[config.mk]
export PLATFORM = sky130hd
export DESIGN_NAME = dbo_top
export DESIGN_NICKNAME = d
export VERILOG_FILES = /design/src/core/dbo_pkg.sv /design/src/core/dbo_channel.sv /design/src/core/dbo_top.sv
export SDC_FILE = /design/constraint.sdc
export NUM_CORES = 1
export LEC_CHECK = 0
export BUFFER_PORTS_ARGS = -buffer_cell sky130_fd_sc_hd__buf_4
export CAP_MARGIN = 10
export CORE_ASPECT_RATIO = 0.9
export CORE_MARGIN = 1.5
export CORE_UTILIZATION = 35
export DETAILED_ROUTE_END_ITERATION = 12
export GPL_ROUTABILITY_DRIVEN = 0
export PLACE_DENSITY = 0.63
export RECOVER_POWER = 50
export SYNTH_ARGS = -nofsm -noshare
export SYNTH_HDL_FRONTEND = slang
export SYNTH_SLANG_ARGS = --single-unit
[constraint.sdc]
create_clock -name clk -period 4.9 [get_ports clk]
set_clock_uncertainty 0.15 [all_clocks]
set_input_delay 0.49 -clock clk [delete_from_list [all_inputs] [get_ports clk]]
set_output_delay 0.49 -clock clk [all_outputs]
set_load 0.005 [all_outputs]
[src/core/dbo_pkg.sv]
// Function
// - A buffer in amplifier mode acts standalone; its converter output path is off.
// - Config bit 0 routes analog in 0/1 as plus/minus, output on converter out 0.
// - Config bit 1 routes analog in 2/3 as plus/minus, output on converter out 1.
// - Config bit 2 routes analog in 4/5 as plus/minus, output on converter out 2.
// - Config bit 3 routes analog in 8/9 as plus/minus, output on converter out 3.
// - A clear config bit leaves that buffer in its normal converter role.
// - Config changes only through first key 0x9A, value, then second key 0x0C.
// - Range field 00 powers the converter down and, in its normal role, floats its output.
package dbo_pkg;
  localparam logic [31:0] ADDR_FIRST_KEY = 32'hffff_0650;
  localparam logic [31:0] ADDR_CONFIG = 32'hffff_0654;
  localparam logic [31:0] ADDR_SECOND_KEY = 32'hffff_0658;
  localparam logic [31:0] ADDR_CONV_BASE = 32'hffff_0600;
  localparam logic [31:0] ADDR_CONV_STEP = 32'h0000_0008;
  localparam logic [15:0] FIRST_KEY_VALUE = 16'h009a;
  localparam logic [15:0] SECOND_KEY_VALUE = 16'h000c;
  localparam logic [7:0] CONFIG_RESET = 8'h00;
  localparam logic [7:0] CONV_CTRL_RESET = 8'h00;
  localparam logic [3:0] CONFIG_USED_MASK = 4'hf;
  localparam logic [7:0] CONV_CTRL_MASK = 8'h73;
  localparam logic [1:0] RANGE_OFF = 2'h0;
  localparam int NUM_CONV = 4;
  localparam logic [1:0] HTRANS_NONSEQ = 2'h2;
  localparam logic [2:0] HSIZE_WORD = 3'h2;

  typedef enum {DBO_IDLE, DBO_KEYED, DBO_STAGED} dbo_unlock_e;

  typedef struct packed {
    logic amp_en;
    logic conv_path_en;
    logic out_drive_en;
    logic [1:0] range;
  } dbo_chan_s;

  typedef struct packed {
    logic plus_sel;
    logic minus_sel;
  } dbo_route_s;
endpackage : dbo_pkg

[src/core/dbo_channel.sv]
`timescale 1ns/10ps
module dbo_channel (
  // Clock and reset.
  input wire logic clk,
  input wire logic rst_b,
  // Controls.
  input wire logic amp_mode,
  input wire logic [1:0] range,
  // Outputs.
  output dbo_pkg::dbo_chan_s chan,
  output dbo_pkg::dbo_route_s route
);
  import dbo_pkg::*;

  always_ff @(posedge clk or negedge rst_b) begin
    if (!rst_b) begin
      chan <= '0;
      route <= '0;
    end else begin
      chan.amp_en <= amp_mode;
      chan.conv_path_en <= !amp_mode && (range != RANGE_OFF);
      chan.out_drive_en <= amp_mode || (range != RANGE_OFF);
      chan.range <= range;
      route.plus_sel <= amp_mode;
      route.minus_sel <= amp_mode;
    end
  end
endmodule : dbo_channel

[src/core/dbo_top.sv]
`timescale 1ns/10ps
module dbo_top (
  // Clock and reset.
  input wire logic clk,
  input wire logic rst_b,
  // AHB-Lite slave.
  input wire logic hsel,
  input wire logic [31:0] haddr,
  input wire logic [1:0] htrans,
  input wire logic hwrite,
  input wire logic [2:0] hsize,
  input wire logic [31:0] hwdata,
  input wire logic hready,
  output logic [31:0] hrdata,
  output logic hreadyout,
  output logic hresp,
  // Per converter channel state and analog routing.
  output dbo_pkg::dbo_chan_s [3:0] chan,
  output dbo_pkg::dbo_route_s [3:0] route
);
  import dbo_pkg::*;

  // Software reaches three registers here: two write-only keys and the buffer configuration.
  // A new configuration is staged by a write that directly follows the first key and goes live
  // only when the second key comes next; any other write in between throws the staged value away.
  // The converter control registers also live here, because their range field decides whether a
  // converter in its normal role drives its output or leaves it floating.
  // Channel state is registered once more in each channel, so outputs change one edge after
  // the write data edge that causes them.

  // Captured address phase, held for the data phase that follows.
  logic ph_valid;
  logic ph_write;
  logic [31:0] ph_addr;

  // Address phase decode, ahead of the capture.
  logic addr_take;
  logic addr_read;

  // Data phase decode of the captured address and of the write data.
  logic hit_first_key;
  logic hit_config;
  logic hit_second_key;
  logic [NUM_CONV-1:0] hit_conv;
  logic first_key_ok;
  logic second_key_ok;

  // Register state.
  logic [3:0] config_bits;
  logic [3:0] staged;
  logic [7:0] conv_ctrl [NUM_CONV];
  dbo_unlock_e unlock;

  // Data phase strobes and the read path.
  logic wr_now;
  logic rd_now;
  logic [31:0] next_rdata;

  // Only single word transfers are taken; other sizes pass as idle cycles.
  assign addr_take = hready && hsel && (htrans == HTRANS_NONSEQ) && (hsize == HSIZE_WORD);
  assign addr_read = addr_take && !hwrite;

  // Writes finish with no wait state, so write data is taken at the first data phase edge.
  assign wr_now = ph_valid && ph_write && hready;

  // A read loads hrdata during its wait state, after every earlier write has landed.
  assign rd_now = ph_valid && !ph_write && !hreadyout;

  // Register decode of the captured address.
  assign hit_first_key = (ph_addr == ADDR_FIRST_KEY);
  assign hit_config = (ph_addr == ADDR_CONFIG);
  assign hit_second_key = (ph_addr == ADDR_SECOND_KEY);

  // Keys are compared on the low halfword only.
  assign first_key_ok = hit_first_key && (hwdata[15:0] == FIRST_KEY_VALUE);
  assign second_key_ok = hit_second_key && (hwdata[15:0] == SECOND_KEY_VALUE);

  // Address phase capture; a stalled bus keeps the pending transfer.
  // The captured fields stay put through a read's wait state, when hready is low.
  always_ff @(posedge clk or negedge rst_b) begin
    if (!rst_b) begin
      ph_valid <= 1'b0;
    end else if (hready) begin
      ph_valid <= addr_take;
    end
  end

  // Direction of the captured transfer.
  always_ff @(posedge clk or negedge rst_b) begin
    if (!rst_b) begin
      ph_write <= 1'b0;
    end else if (hready) begin
      ph_write <= hwrite;
    end
  end

  // Address of the captured transfer.
  always_ff @(posedge clk or negedge rst_b) begin
    if (!rst_b) begin
      ph_addr <= '0;
    end else if (hready) begin
      ph_addr <= haddr;
    end
  end

  // Reads take one wait state, so hrdata comes from a flip-flop and still reflects
  // the write that finished just before the read's data phase.
  always_ff @(posedge clk or negedge rst_b) begin
    if (!rst_b) begin
      hreadyout <= 1'b1;
    end else begin
      hreadyout <= !addr_read;
    end
  end

  // Every response is OKAY: refused writes are dropped quietly rather than flagged.
  always_ff @(posedge clk or negedge rst_b) begin
    if (!rst_b) begin
      hresp <= 1'b0;
    end else begin
      hresp <= 1'b0;
    end
  end

  // Unlock sequence: first key, configuration value, second key, with no other write between.
  // Any write elsewhere, converter controls included, sends it back to idle.
  always_ff @(posedge clk or negedge rst_b) begin
    if (!rst_b) begin
      unlock <= DBO_IDLE;
    end else if (wr_now) begin
      case (unlock)
        // Waiting for the first key.
        DBO_IDLE: begin
          if (first_key_ok) begin
            unlock <= DBO_KEYED;
          end
        end
        // First key seen; a repeated first key keeps the sequence open.
        DBO_KEYED: begin
          if (hit_config) begin
            unlock <= DBO_STAGED;
          end else if (!first_key_ok) begin
            unlock <= DBO_IDLE;
          end
        end
        // Value staged; the next write ends the sequence either way.
        DBO_STAGED: begin
          unlock <= DBO_IDLE;
        end
        default: begin
          unlock <= DBO_IDLE;
        end
      endcase
    end
  end

  // The staged value is held apart, so a sequence that breaks off leaves the live configuration untouched.
  always_ff @(posedge clk or negedge rst_b) begin
    if (!rst_b) begin
      staged <= CONFIG_RESET[3:0];
    end else if (wr_now && hit_config && (unlock == DBO_KEYED)) begin
      staged <= hwdata[3:0];
    end
  end

  // The live configuration changes only on a correct second key right after the staged value.
  always_ff @(posedge clk or negedge rst_b) begin
    if (!rst_b) begin
      config_bits <= CONFIG_RESET[3:0];
    end else if (wr_now && second_key_ok && (unlock == DBO_STAGED)) begin
      config_bits <= staged & CONFIG_USED_MASK;
    end
  end

  // Converter control registers; the range field in bits 1:0 feeds each channel.
  genvar gi;
  generate
    for (gi = 0; gi < NUM_CONV; gi++) begin : g_conv
      assign hit_conv[gi] = (ph_addr == ADDR_CONV_BASE + ADDR_CONV_STEP * 32'(gi));

      always_ff @(posedge clk or negedge rst_b) begin
        if (!rst_b) begin
          conv_ctrl[gi] <= CONV_CTRL_RESET;
        end else if (wr_now && hit_conv[gi]) begin
          conv_ctrl[gi] <= hwdata[7:0] & CONV_CTRL_MASK;
        end
      end

      // Each channel registers its own state and routing.
      dbo_channel u_chan (
        .clk(clk),
        .rst_b(rst_b),
        .amp_mode(config_bits[gi]),
        .range(conv_ctrl[gi][1:0]),
        .chan(chan[gi]),
        .route(route[gi])
      );
    end
  endgenerate

  // Read mux; the keys, reserved bits and unmapped addresses read zero.
  always_comb begin
    next_rdata = '0;
    if (hit_config) begin
      next_rdata = {28'h000_0000, config_bits};
    end
    for (int i = 0; i < NUM_CONV; i++) begin
      if (hit_conv[i]) begin
        next_rdata = {24'h00_0000, conv_ctrl[i]};
      end
    end
  end

  // hrdata only changes in a read's wait state and holds until the next read.
  always_ff @(posedge clk or negedge rst_b) begin
    if (!rst_b) begin
      hrdata <= '0;
    end else if (rd_now) begin
      hrdata <= next_rdata;
    end
  end
endmodule : dbo_top

# Word level (Yosys, flattened, before mapping)

Index checks and enable logic that the tools add are counted.

Equal/unequal tests: 16
Multiplexer cells: 9
Reductions and logical operators: 40

Operator list:

| cell                 | number |
|---|---|
| $eq 32x32->1 const B | 7 |
| $mux 32              | 3 |
| $pmux 32 s2          | 1 |
| $eq 32x1->1 const B  | 1 |
| $eq 32x2->1 const B  | 1 |
| $eq 32x3->1 const B  | 1 |
| $logic_not 32->1     | 1 |
| $mux 7               | 4 |
| $logic_and 1x1->1    | 22 |
| $eq 16x4->1 const B  | 1 |
| $eq 16x8->1 const B  | 1 |
| $logic_not 1->1      | 8 |
| $reduce_bool 2->1    | 4 |
| $logic_or 1x1->1     | 4 |
| $mux 4               | 1 |
| $eq 3x2->1 const B   | 1 |
| $ne 3x3->1 const B   | 1 |
| $reduce_and 3->1     | 1 |
| $eq 2x2->1 const B   | 1 |
| $ne 2x2->1 const B   | 1 |

Flip-flop bits (word level): 147
Output and inout bits: 62
Word-level logic and storage cells: 93

# Logic depth before layout (Yosys ltp)

Depth after elaboration: 6
Mapped depth: 6

# By module

Synthesis repeated with hierarchy kept, for this count alone.

Cells, all modules: 295
Area, all modules: 4085.2 um^2

Modules (own cells, without submodules):

| module      | instances | cells an instance | area each (um^2) |
|---|---|---|---|
| dbo_top     | 1         | 259               | 3459.6 |
| dbo_channel | 4         | 9                 | 156.4 |

# Worst setup path before layout

No wires, ideal clock.

Path type: register -> register
Start: reg ph_addr[11]
End: reg staged[0]
Setup time: 0.125 ns
Arrival time: 2.069 ns
Required time: 4.625 ns
Setup slack: 2.556 ns
Stages on the path, launching flop included: 7
Clock period less this slack: 2.344 ns
Path through: dfrtp_1 nand4bb_1 or4_1 buf_4 or4_4 buf_6 mux2_4

Longest elaborated chain between the ends: 3

RTL lines:

| item                           | line           | source |
|---|---|---|
| from (decl)                    | dbo_top.sv:34  | `logic [31:0] ph_addr;` |
| from (signal assigned)         | dbo_top.sv:102 | `ph_addr <= haddr;` |
| $eq 32x32->1                   | dbo_top.sv:71  | `assign hit_config = (ph_addr == ADDR_CONFIG);` |
| $logic_and 1x1->1 (2 in a row) | dbo_top.sv:161 | `end else if (wr_now && hit_config && (unlock == DBO_KEYED)) begin` |
| to (signal assigned)           | dbo_top.sv:160 | `staged <= CONFIG_RESET[3:0];` |
| to (signal assigned)           | dbo_top.sv:162 | `staged <= hwdata[3:0];` |
| to (decl)                      | dbo_top.sv:50  | `logic [3:0] staged;` |

No other way between the ends.
A chain may end at the register's enable or synchronous reset.

# Worst setup path after layout

Start: in hready
End: reg conv_ctrl[16] in the netlist's numbering

Longest elaborated chain between the ends: 2

RTL lines:

| item                            | line           | source |
|---|---|---|
| from (decl)                     | dbo_top.sv:13  | `input wire logic hready,` |
| $logic_and 1x1->1               | dbo_top.sv:64  | `assign wr_now = ph_valid && ph_write && hready;` |
| $logic_and 1x1->1               | dbo_top.sv:184 | `end else if (wr_now && hit_conv[gi]) begin` |
| to (signal, indexed assignment) | dbo_top.sv:185 | `conv_ctrl[gi] <= hwdata[7:0] & CONV_CTRL_MASK;` |
| to (decl)                       | dbo_top.sv:51  | `logic [7:0] conv_ctrl [NUM_CONV];` |

No other way between the ends.

==> results.yml <==
outcome:
  run_status: "finished with violations"
  failed_checks: "max-capacitance violations, max-slew violations"
logic_synthesis:
  synth_top_area_share: 0.561
  syn_inst: 308
  avgSynthCellArea_sq_um: 13.2
  synth_cell_type_count: 44
  seq_area_frac_synth: 0.568
  async_flop_share: 1.00
  ys_ff_latch: 92
  synthFlopType: "dfrtp_1"
  synth_edf_count: 0
  synth_top_area_cell: "dfrtp_1"
  syn_area_sq_um: 4060
  yosys-top-cells-area: "dfrtp_1, mux2_2, buf_4, nor2_1, mux2_4"
  synth_warnings: 0
route:
  vias: 2629
  vias_per_cell: 4.75
  ant_nets: 0
  drcViolationCount: 0
  detail_route.first_pass.iterations: 4
  wire_per_inst_microns: 15.0
  routed_wl_microns: 8320
  drt_iter0_drc: 142
cells_and_area:
  diodes: 0
  stdcell_area_sq_um: 5010
  final_util: 0.440
  nets: 467
  drive_gt1_frac: 0.446
  most-common-layout-cells: "dfrtp_1, buf_4, mux2_2, conb_1, nor2_1"
  area_growth_pct: 23.6
  final_common_cell: "dfrtp_1"
floorplanning:
  coreArea_sq_um: 11400
  rows: 37
  die_x_microns: 117
  die_height_microns: 105
  start_util: 0.356
  io_pins: 136
  die_area_sq_um: 12300
critical_path:
  required_ps: 4980
  cp-start-kind: "input port"
  crit_arrival_ps: 3400
  worstSetupPathType: "in2reg"
  cp_slowest_stage_delay_ps: 1310
  worstPathCellList: "clkbuf_1 > and3_1 > nand3b_1 > nor3_1 > mux2_2"
  cp_max_fo: 37
  slowest_stage: "clkbuf_1"
  path_delay_family: "buffers and inverters"
  endpoint_kind: "flop"
  crit_buf_inv: 1
global_routing:
  grt_pass1_wl_microns: 13700
  antenna_found_initial: 0
  overflow: 0
  grt_max_degree: 49
  track_usage: 0.148
  grt_pass1_vias: 2647
clock_tree:
  cts_resized: 0
  cts-root-buf: "clkbuf_16"
  hold_buffers: 0
  cts_sinks: 92
  cts_setup_buffers: 0
  cts_buffers: 9
  insertion_delay_ps: 340
  clockBufferDepth: 2
  path_clk_slew_ps: 70
  htreeDepth: 3
  cts_tree: "built"
worst_hold_path:
  hold_class: "in2reg"
timing:
  timing.max_slew.rel_slack: -0.579
  layout_setup_ws_ps: 1580
  tightest_slew_ps: 2370
  hold_ws_ps: 211
  hold_violations: 0
  min_period_over_period: 0.678
  final_max_slew_viol_count: 84
  final.setup.tns_ps: 0
  rsz0062_at_grt: "no"
  fmax_mhz: 301
  setup_viol_count_final: 0
  min_period_ps: 3320
placement:
  place_hpwl_microns: 6190
  place_ws_ps: 2170
  io_buffers: 93
  place_area_sq_um: 4750
pwr:
  powerDensity_nw_per_um2: 313
  leakage_nw: 2.42
  peakVddDrop_uv: 143
run:
  maxCapViolations: 2
routing by layer:
| layer | up-vias | GRT usage | routed length (microns) |
|---|---|---|---|
| li1 | 1225 | - | - |
| met5 | - | 0 | 0 |
| met3 | 12 | 0.0296 | 427 |
| met4 | 0 | 0.0601 | 129 |
| met2 | 80 | 0.227 | 4080 |
| met1 | 1312 | 0.203 | 3690 |
path summary, 6_finish.rpt:
path,from,endpoint,slack [ps],depth (start not counted)
worst min-delay path,hwrite,hreadyout$_DFF_PN1_,210,2
worst max register to register,ph_addr[11]$_DFFE_PN0P_,conv_ctrl[12]$_DFFE_PN0P_,2230,4
min in group asynchronous,rst_b,g_conv[1].u_chan.route[0]$_DFF_PN0_,700,1
worst min register to register,conv_ctrl[24]$_DFFE_PN0P_,g_conv[0].u_chan.chan[0]$_DFF_PN0_,300,0
max in group asynchronous,rst_b,ph_addr[29]$_DFFE_PN0P_,2290,2
worst max-delay path,hready,conv_ctrl[16]$_DFFE_PN0P_,1580,5
cells by family after synthesis:
group / synth area share
buf+inv: 0.0771
mux: 0.188
compound gates: 0.0391
other cells: 0.000924
flops: 0.568
simple gates: 0.127
cells in the mapped netlist, types with 3 or more instances:
library cell and number:
nor4b_1 4, o41ai_1 5, nor2b_1 4, dfrtp_1 91, nor4_1 3, nor4_2 3
nor2_1 19, mux2i_1 5, and3_1 3, clkbuf_1 5, nand4_1 8, or3_1 5
buf_1 4, nor3_1 4, o21ai_0 3, mux2_2 58, buf_4 35, nand3_1 3
mux2_4 4, nand2_1 9
sequential cells by signal, indices dropped and copies added (netlist names):
name                 count
unlock                   2
hreadyout                1
ph_valid                 1
ph_write                 1
staged                   4
ph_addr                 32
hrdata                   7
g_conv.u_chan.chan      16
config_bits              4
conv_ctrl               20
g_conv.u_chan.route      4
stage by stage:
step | power (mW) | instances
floorplan | 0.891 | 333
global placement | 0.942 | 538
detailed placement | 0.947 | 538
CTS | 1.59 | 553
global route | 1.65 | 553
finish | 1.57 | 553
where the power goes:
part	internal, mW	total [mW]	switching [mW]
logic	0.0655	0.116	0.0505
registers	0.787	0.814	0.0271
clock network	0.345	0.639	0.294
total	1.20	1.57	0.372
cell type report:
cell class,instances,area (sq um)
fill,1100,6370
clock buffer,9,225
multi-input combinational,195,1540
clock inverter,6,48.8
timing repair buffer,95,706
sequential,92,2300
tap,156,195
Power figures use the tool's default switching activity.
